### config.mk
export PLATFORM = sky130hd
export DESIGN_NAME = apg_top
export DESIGN_NICKNAME = d
export VERILOG_FILES = /design/src/hdl/apg_offset_calc.v /design/src/hdl/apg_charge_unit_channel_enable_reg.v /design/src/hdl/apg_top.v
export VERILOG_INCLUDE_DIRS = /design/src /design/src/hdl
export SDC_FILE = /design/constraint.sdc
export NUM_CORES = 1
export LEC_CHECK = 0
export BUFFER_PORTS_ARGS = -buffer_cell sky130_fd_sc_hd__buf_2
export CAP_MARGIN = 20
export CORE_ASPECT_RATIO = 2
export CORE_MARGIN = 4
export CORE_UTILIZATION = 46
export DETAILED_ROUTE_END_ITERATION = 16
export HOLD_SLACK_MARGIN = 0.05
export PLACE_DENSITY_LB_ADDON = 0.25
export SLEW_MARGIN = 10
export SYNTH_ARGS = -nofsm -noshare
export SYNTH_HDL_FRONTEND = slang
export SYNTH_SLANG_ARGS = --single-unit
### constraint.sdc
create_clock -name mclk_in -period 6.35 [get_ports mclk_in]
set_clock_uncertainty 0.15 [all_clocks]
set_input_delay 0.3175 -clock mclk_in [delete_from_list [all_inputs] [get_ports mclk_in]]
set_output_delay 0.3175 -clock mclk_in [all_outputs]
set_load 0.03 [all_outputs]
### src/hdl/apg_defs.vh
/*
 constants for the peripheral indexed address generator and the
 charge-unit channel enable register.
 assumes plain verilog-2005 consumers; definitions only.
*/
`ifndef APG_DEFS_VH
`define APG_DEFS_VH

// ==========================================================
// register map (byte addresses on the avalon bus)
`define APG_ADDR_W 4
`define APG_REG_CHARGE_UNIT_CHANNEL_ENABLE 4'h0
`define APG_REG_CTRL 4'h4
`define APG_REG_REQ 4'h8
`define APG_REG_OFFS 4'hc

// ==========================================================
// fields and reset values
`define APG_CHARGE_UNIT_CHANNEL_ENABLE_RST 16'h0000
`define APG_CHARGE_UNIT_CHANNEL_ENABLE_IMPL 16'h1eff
`define APG_CHARGE_UNIT_CHANNEL_ENABLE_28PIN 16'h03ff
`define APG_BLC_RST 3'h0
`define APG_OFFS_W 11
`define APG_BLC_LSB 0
`define APG_BLC_MSB 2
`define APG_CH_LSB 0
`define APG_CH_MSB 4
`define APG_IDX_LSB 8
`define APG_IDX_MSB 14
`define APG_MASK_MIN 6

`endif

### src/hdl/apg_offset_calc.v
/*
 combinational offset and base-mask calculation.
 assumes channel and index already captured by the caller.
*/
`timescale 1ns/10ps
`include "apg_defs.vh"

module apg_offset_calc (
   input wire [2:0] blc_in,
   input wire [4:0] chan_in,
   input wire [6:0] index_in,
   output reg [10:0] offset_out,
   output reg [10:0] base_mask_out,
   output reg [5:0] chan_count_out
);

   reg [6:0] idx_mask;
   reg [11:0] shifted;

   always @* begin
      idx_mask = (7'h01 << blc_in) - 7'h01;
      // channel sits just above the index bits; the top is cut at bit 10
      shifted = {7'h00, chan_in} << blc_in;
      // channel above index above zero bit 0
      offset_out = {shifted[9:0], 1'h0} | {3'h0, index_in & idx_mask, 1'h0};
      // channel field is cut at bit 10, shrinking count above 32 words
      if (blc_in == 3'h7) begin
         chan_count_out = 6'h08;
      end else if (blc_in == 3'h6) begin
         chan_count_out = 6'h10;
      end else begin
         chan_count_out = 6'h20;
      end
      // bits the base must hold at zero
      if (blc_in >= 3'h5) begin
         base_mask_out = 11'h7ff;
      end else begin
         base_mask_out = (11'h040 << blc_in) - 11'h001;
      end
   end

endmodule

### src/hdl/apg_charge_unit_channel_enable_reg.v
/*
 charge-unit channel enable register with implemented-bit masking.
 assumes writes come from the bus slave as one-cycle strobes.
*/
`timescale 1ns/10ps
`include "apg_defs.vh"

module apg_charge_unit_channel_enable_reg #(
   parameter PIN28 = 1
) (
   input wire mclk_in,
   input wire rst_in,
   input wire wr_in,
   input wire [15:0] wdata_in,
   output wire [15:0] value_out
);

   reg [15:0] charge_unit_channel_enable_q;
   wire [15:0] impl;

   assign impl = PIN28 ? (`APG_CHARGE_UNIT_CHANNEL_ENABLE_IMPL & `APG_CHARGE_UNIT_CHANNEL_ENABLE_28PIN) :
      `APG_CHARGE_UNIT_CHANNEL_ENABLE_IMPL;
   assign value_out = charge_unit_channel_enable_q;

   always @(posedge mclk_in or posedge rst_in) begin
      if (rst_in) begin
         charge_unit_channel_enable_q <= `APG_CHARGE_UNIT_CHANNEL_ENABLE_RST;
      end else if (wr_in) begin
         charge_unit_channel_enable_q <= wdata_in & impl;
      end
   end

endmodule

### src/hdl/apg_top.v
/*
 peripheral indexed address generator for converter dma, with the
 charge-unit channel enable register, on an avalon-mm slave.
 assumes a single clock, synchronous inputs, and a dma controller that
 keeps its destination base zero in the masked bits.
*/
// Decided for this implementation: the address map and the Avalon-MM interface to the registers.
`timescale 1ns/10ps
`include "apg_defs.vh"

module apg_top #(
   parameter PIN28 = 1
) (
   input wire mclk_in,
   input wire rst_in,
   input wire [3:0] avs_address_in,
   input wire avs_read_in,
   input wire avs_write_in,
   input wire [31:0] avs_writedata_in,
   input wire [3:0] avs_byteenable_in,
   output reg [31:0] avs_readdata_out,
   output reg avs_waitrequest_out,
   input wire conv_active_in,
   input wire [4:0] conv_chan_in,
   output reg [15:0] charge_unit_connect_out,
   output reg charge_unit_enable_out,
   output reg [10:0] pia_offset_out,
   output reg pia_offset_valid_out
);

   // ==========================================================
   // bus slave: one wait cycle, then answer
   reg busy_q;
   wire acc;
   wire commit;
   wire hit_charge_unit_channel_enable;
   wire hit_ctrl;
   wire hit_req;
   wire lo_en;
   reg [2:0] blc_q;
   reg [4:0] chan_q;
   reg [6:0] idx_q;
   wire [15:0] charge_unit_channel_enable;
   wire [10:0] offs;
   wire [10:0] bmask;
   wire [5:0] ccount;
   reg [31:0] rd_d;

   assign acc = (avs_read_in | avs_write_in) & ~busy_q;
   // writes land only on the edge where waitrequest is seen low
   assign commit = avs_write_in & busy_q;
   assign lo_en = avs_byteenable_in[0] & avs_byteenable_in[1];
   assign hit_charge_unit_channel_enable = commit & lo_en &
      (avs_address_in == `APG_REG_CHARGE_UNIT_CHANNEL_ENABLE);
   assign hit_ctrl = commit & avs_byteenable_in[0] &
      (avs_address_in == `APG_REG_CTRL);
   assign hit_req = commit & lo_en &
      (avs_address_in == `APG_REG_REQ);

   apg_charge_unit_channel_enable_reg #(
      .PIN28(PIN28)
   ) u_charge_unit_channel_enable (
      .mclk_in(mclk_in),
      .rst_in(rst_in),
      .wr_in(hit_charge_unit_channel_enable),
      .wdata_in(avs_writedata_in[15:0]),
      .value_out(charge_unit_channel_enable)
   );

   apg_offset_calc u_calc (
      .blc_in(blc_q),
      .chan_in(chan_q),
      .index_in(idx_q),
      .offset_out(offs),
      .base_mask_out(bmask),
      .chan_count_out(ccount)
   );

   always @* begin
      if (avs_address_in == `APG_REG_CHARGE_UNIT_CHANNEL_ENABLE) begin
         rd_d = {16'h0000, charge_unit_channel_enable};
      end else if (avs_address_in == `APG_REG_CTRL) begin
         rd_d = {10'h000, ccount, 5'h00, bmask[10:0] == 11'h000, 7'h00,
            blc_q};
         rd_d[26:16] = bmask;
      end else if (avs_address_in == `APG_REG_REQ) begin
         rd_d = {17'h00000, idx_q, 3'h0, chan_q};
      end else if (avs_address_in == `APG_REG_OFFS) begin
         rd_d = {21'h000000, offs};
      end else begin
         rd_d = 32'h00000000;
      end
   end

   always @(posedge mclk_in or posedge rst_in) begin
      if (rst_in) begin
         busy_q <= 1'h0;
         avs_waitrequest_out <= 1'h1;
         avs_readdata_out <= 32'h00000000;
      end else begin
         busy_q <= acc;
         avs_waitrequest_out <= ~acc;
         if (acc & avs_read_in) begin
            avs_readdata_out <= rd_d;
         end
      end
   end

   // ==========================================================
   // address generation state
   always @(posedge mclk_in or posedge rst_in) begin
      if (rst_in) begin
         blc_q <= `APG_BLC_RST;
         chan_q <= 5'h00;
         idx_q <= 7'h00;
         pia_offset_out <= 11'h000;
         pia_offset_valid_out <= 1'h0;
      end else begin
         if (hit_ctrl) begin
            blc_q <= avs_writedata_in[`APG_BLC_MSB:`APG_BLC_LSB];
         end
         if (hit_req) begin
            chan_q <= avs_writedata_in[`APG_CH_MSB:`APG_CH_LSB];
            idx_q <= avs_writedata_in[`APG_IDX_MSB:`APG_IDX_LSB];
         end
         pia_offset_out <= offs;
         pia_offset_valid_out <= busy_q & ~avs_waitrequest_out ? 1'h0 :
            1'h1;
      end
   end

   // ==========================================================
   // charge-time unit routing during conversion
   always @(posedge mclk_in or posedge rst_in) begin
      if (rst_in) begin
         charge_unit_connect_out <= 16'h0000;
         charge_unit_enable_out <= 1'h0;
      end else begin
         charge_unit_connect_out <= 16'h0000;
         charge_unit_enable_out <= 1'h0;
         if (conv_active_in && charge_unit_channel_enable[conv_chan_in[3:0]] &&
            !conv_chan_in[4]) begin
            charge_unit_connect_out <= 16'h0001 << conv_chan_in[3:0];
            charge_unit_enable_out <= 1'h1;
         end
      end
   end

endmodule

==> summary.txt <==
Status
  – Outcome: finished, final reports clean

Worst setup path
  – Crit path from: avs_address_in[1]
  – CP Data Arrival Time: 2.50 ns
  – R2r setup slk: 3.92 ns
  – Startpoint types: input port
  – Worst Setup End Kind: flop
  – FF-to-FF End: avs_readdata_out[1]
  – Crit path buf inv count: 2
  – Crit. path cell count: 5
  – R2R cell count: 4
  – Last element of the critical path: chan_q[0]
  – Critical path's top delay family: simple AND/OR/NAND/NOR gates
  – Required time worst endpoint: 6.41 ns
  – Critical path class: in2reg
  – Reg2reg start: blc_q[0]
  – Crit-path cells: buf_2, nor4b_4, inv_1, nor2_1, mux2_2
  – Worst-path maximum fanout: 12
  – Worst path slowest cell: nor2_1
  – Crit-path max cell delay: 0.87 ns

Global route
  – Initial antenna violation count: 0
  – Global-route wire length before repair: 12200 microns
  – Largest net degree at the start of global routing: 76
  – GRT Total Usage: 18.8%
  – GRT overflow: 0
  – Vias in the first global route: 2523

CTS
  – H-tree depth: 3
  – Total CTS buffers: 9
  – Setup Buffers After CTS: 0
  – CTS root buffer: clkbuf_16
  – Clk slew on worst S/H paths: 0.06 ns
  – Skew-Pair Late Insertion Delay: 0.33 ns
  – Clock tree buffer depth: 2
  – Clock sink count: 75
  – CTS tree: done

Synthesis
  – Simple-gate portion of the synthesized area: 15.3%
  – #FFs+latches synth: 75
  – Area fraction in compound gates after synthesis: 9.98%
  – Number of flops mapped to enable cells by yosys: 0
  – Dominant cell type by area after synthesis: dfrtp_1
  – Top post-synthesis cells by area: dfrtp_1, mux2_2, nand2_1, buf_4, mux4_2
  – Post-synthesis cell type count: 52
  – Main combinational cell family by area after synthesis: simple AND/OR/NAND/NOR gates
  – Post-Synthesis Cells: 298
  – Async S/R FF share, synth: 100%
  – Synth Flop Type: dfrtp_1
  – Mapped Area: 3420 sq um
  – Syn_area_per_cell: 11.5 sq um
  – Share of Yosys cell area claimed by the top area cell type: 54.1%
  – Mux contribution to synthesized area: 13.9%
  – Yosys synthesis warning count: 0
  – Synth Area in Adders: 0.366%
  – Synth Area in XOR/XNOR: 0.256%
  – Sequential fraction of the synthesis area: 54.9%

Floorplanning
  – Chip width: 69.0 microns
  – # IOs: 112
  – Core area: 7270 sq um
  – FP Rows: 44
  – Initial core utilization: 47.1%
  – Total die area: 8970 sq um
  – Die Y: 130 microns

Route
  – DRC violation count after routing: 0
  – Via count: 2567
  – Initial DRC Count: 137
  – Total routed wirelength: 7820 microns
  – Via-to-Cell Ratio: 5.33
  – Antenna-violating nets left: 0
  – Drt pass-1 iters: 4
  – Routed WL per cell: 16.2 microns

Placement
  – DP HPWL: 5870 microns
  – Routability cong.: 0.901
  – I/O Buffers: 85
  – Place WS: 3.57 ns

STA
  – Tcrit/Tclk final: 38.4%
  – # setup viols final: 0
  – Worst setup margin: 3.91 ns
  – Min Tclk post-route: 2.44 ns
  – FMAX: 0.410 GHz
  – Final hold viol count: 0
  – RSZ-0062 raised after global routing: no
  – Slew headroom: 25.2%
  – Final TNS setup: 0 ns
  – Worst-Margin Slew: 1.12 ns
  – Count of pins over their slew limit: 0

Final layout
  – P&R area growth vs syn: 23.0%
  – Layout cell share with drive strength beyond 1: 36.4%
  – N_diodes: 0
  – Most frequent cells in the layout: buf_2, dfrtp_1, nand2_1, mux2_2, nor2_1
  – # nets final: 437
  – Filler instances: 664
  – Multi-input logic area: 1410 sq um
  – Most common cell after layout, fill and taps aside: buf_2
  – Reg area: 1880 sq um

Run
  – Number of max-cap violations: 0

Worst hold path
  – Worst min-delay path class: in2reg
  – Hold depth: 2

Pwr
  – Pwr Total: 0.00127 W
  – Max VDD drop: 0.000150 V
  – P_leak: 2.14 nW
  – PwrDens: 302 nW/um^2
-- through the flow --
step           utilization [%]  hold slack (ns)  area, sq um  instances
5_1_grt                   57.9           0.0643         4210        482
4_1_cts                   57.9           0.0530         4210        482
3_5_place_dp              53.5            0.305         3890        465
2_1_floorplan                -            0.240         3470        311
6_report                  57.9           0.0656         4210        482
3_3_place_gp              53.5            0.298         3890        465
-- cell usage after synthesis, drive strengths merged, types with 2 or more instances --
library cell and n:
dfrtp 74, nand2 33, mux2 27, buf 15, nor2 15, clkbuf 12
o21ai 11, nand3 9, a21oi 8, inv 7, nor3 7, nand2b 6
nor2b 6, mux2i 5, mux4 5, o22ai 5, a211oi 4, and2 4
nand3b 4, a22o 3, nor4 3, a21o 2, a221o 2, a2bb2oi 2
and3 2, nand4bb 2, o31ai 2, or2 2
-- cell type report --
class	instances	area share, %
Multi-Input combinational cell	202	33.6
Clock buffer	11	6.00
Tap cell	92	2.73
Clock inverter	4	1.16
Inverter	7	0.624
Sequential cell	75	44.6
Timing Repair Buffer	91	11.3
-- worst min-delay path by stage --
stage | startpoint | end | slack [ns]
global placement | avs_readdata_out[12] | avs_readdata_out[12] | 0.30
finish | avs_writedata_in[14] | idx_q[6] | 0.07
global route | avs_writedata_in[5] | u_charge_unit_channel_enable.value_out[5] | 0.06
floorplan | conv_chan_in[1] | charge_unit_connect_out[0] | 0.24
detailed placement | avs_readdata_out[13] | avs_readdata_out[13] | 0.31
CTS | avs_writedata_in[6] | u_charge_unit_channel_enable.value_out[6] | 0.05
-- power breakdown --
| group | switching [W] | internal, W | total, W |
|---|---|---|---|
| combinational | 0.000137 | 0.0000822 | 0.000219 |
| sequential | 0.0000362 | 0.000513 | 0.000549 |
| clock | 0.000181 | 0.000323 | 0.000504 |
-- per-layer routing --
metal	part of all wire, %	GRT usage (%)
met5	0	0
met4	4.5	11.0
met3	5.6	4.65
met2	55	31.9
met1	35	20.6
-- sequential cells by signal (all words and copies together), names as in the netlist --
| name | count |
|---|---|
| avs_readdata_out | 21 |
| avs_waitrequest_out | 1 |
| blc_q | 3 |
| busy_q | 1 |
| chan_q | 5 |
| charge_unit_connect_out | 16 |
| charge_unit_enable_out | 1 |
| idx_q | 7 |
| pia_offset_out | 10 |
| pia_offset_valid_out | 1 |
| u_charge_unit_channel_enable.value_out | 9 |
-- what timing repair did --
item,CTS,global route
endpoints found under the hold margin,2,0
setup endpoints to repair,0,0
gates resized for setup,0,0
hold buffers,2,0
-- cell families after synthesis --
| kind of cell | after synthesis |
|---|---|
| mux | 37 |
| fa+ha+maj | 1 |
| xor+xnor | 1 |
| compound gates | 50 |
| buf+inv | 34 |
| flops | 75 |
| other cells | 1 |
| simple gates | 99 |
Note: power is estimated with default switching activity, not from simulation.
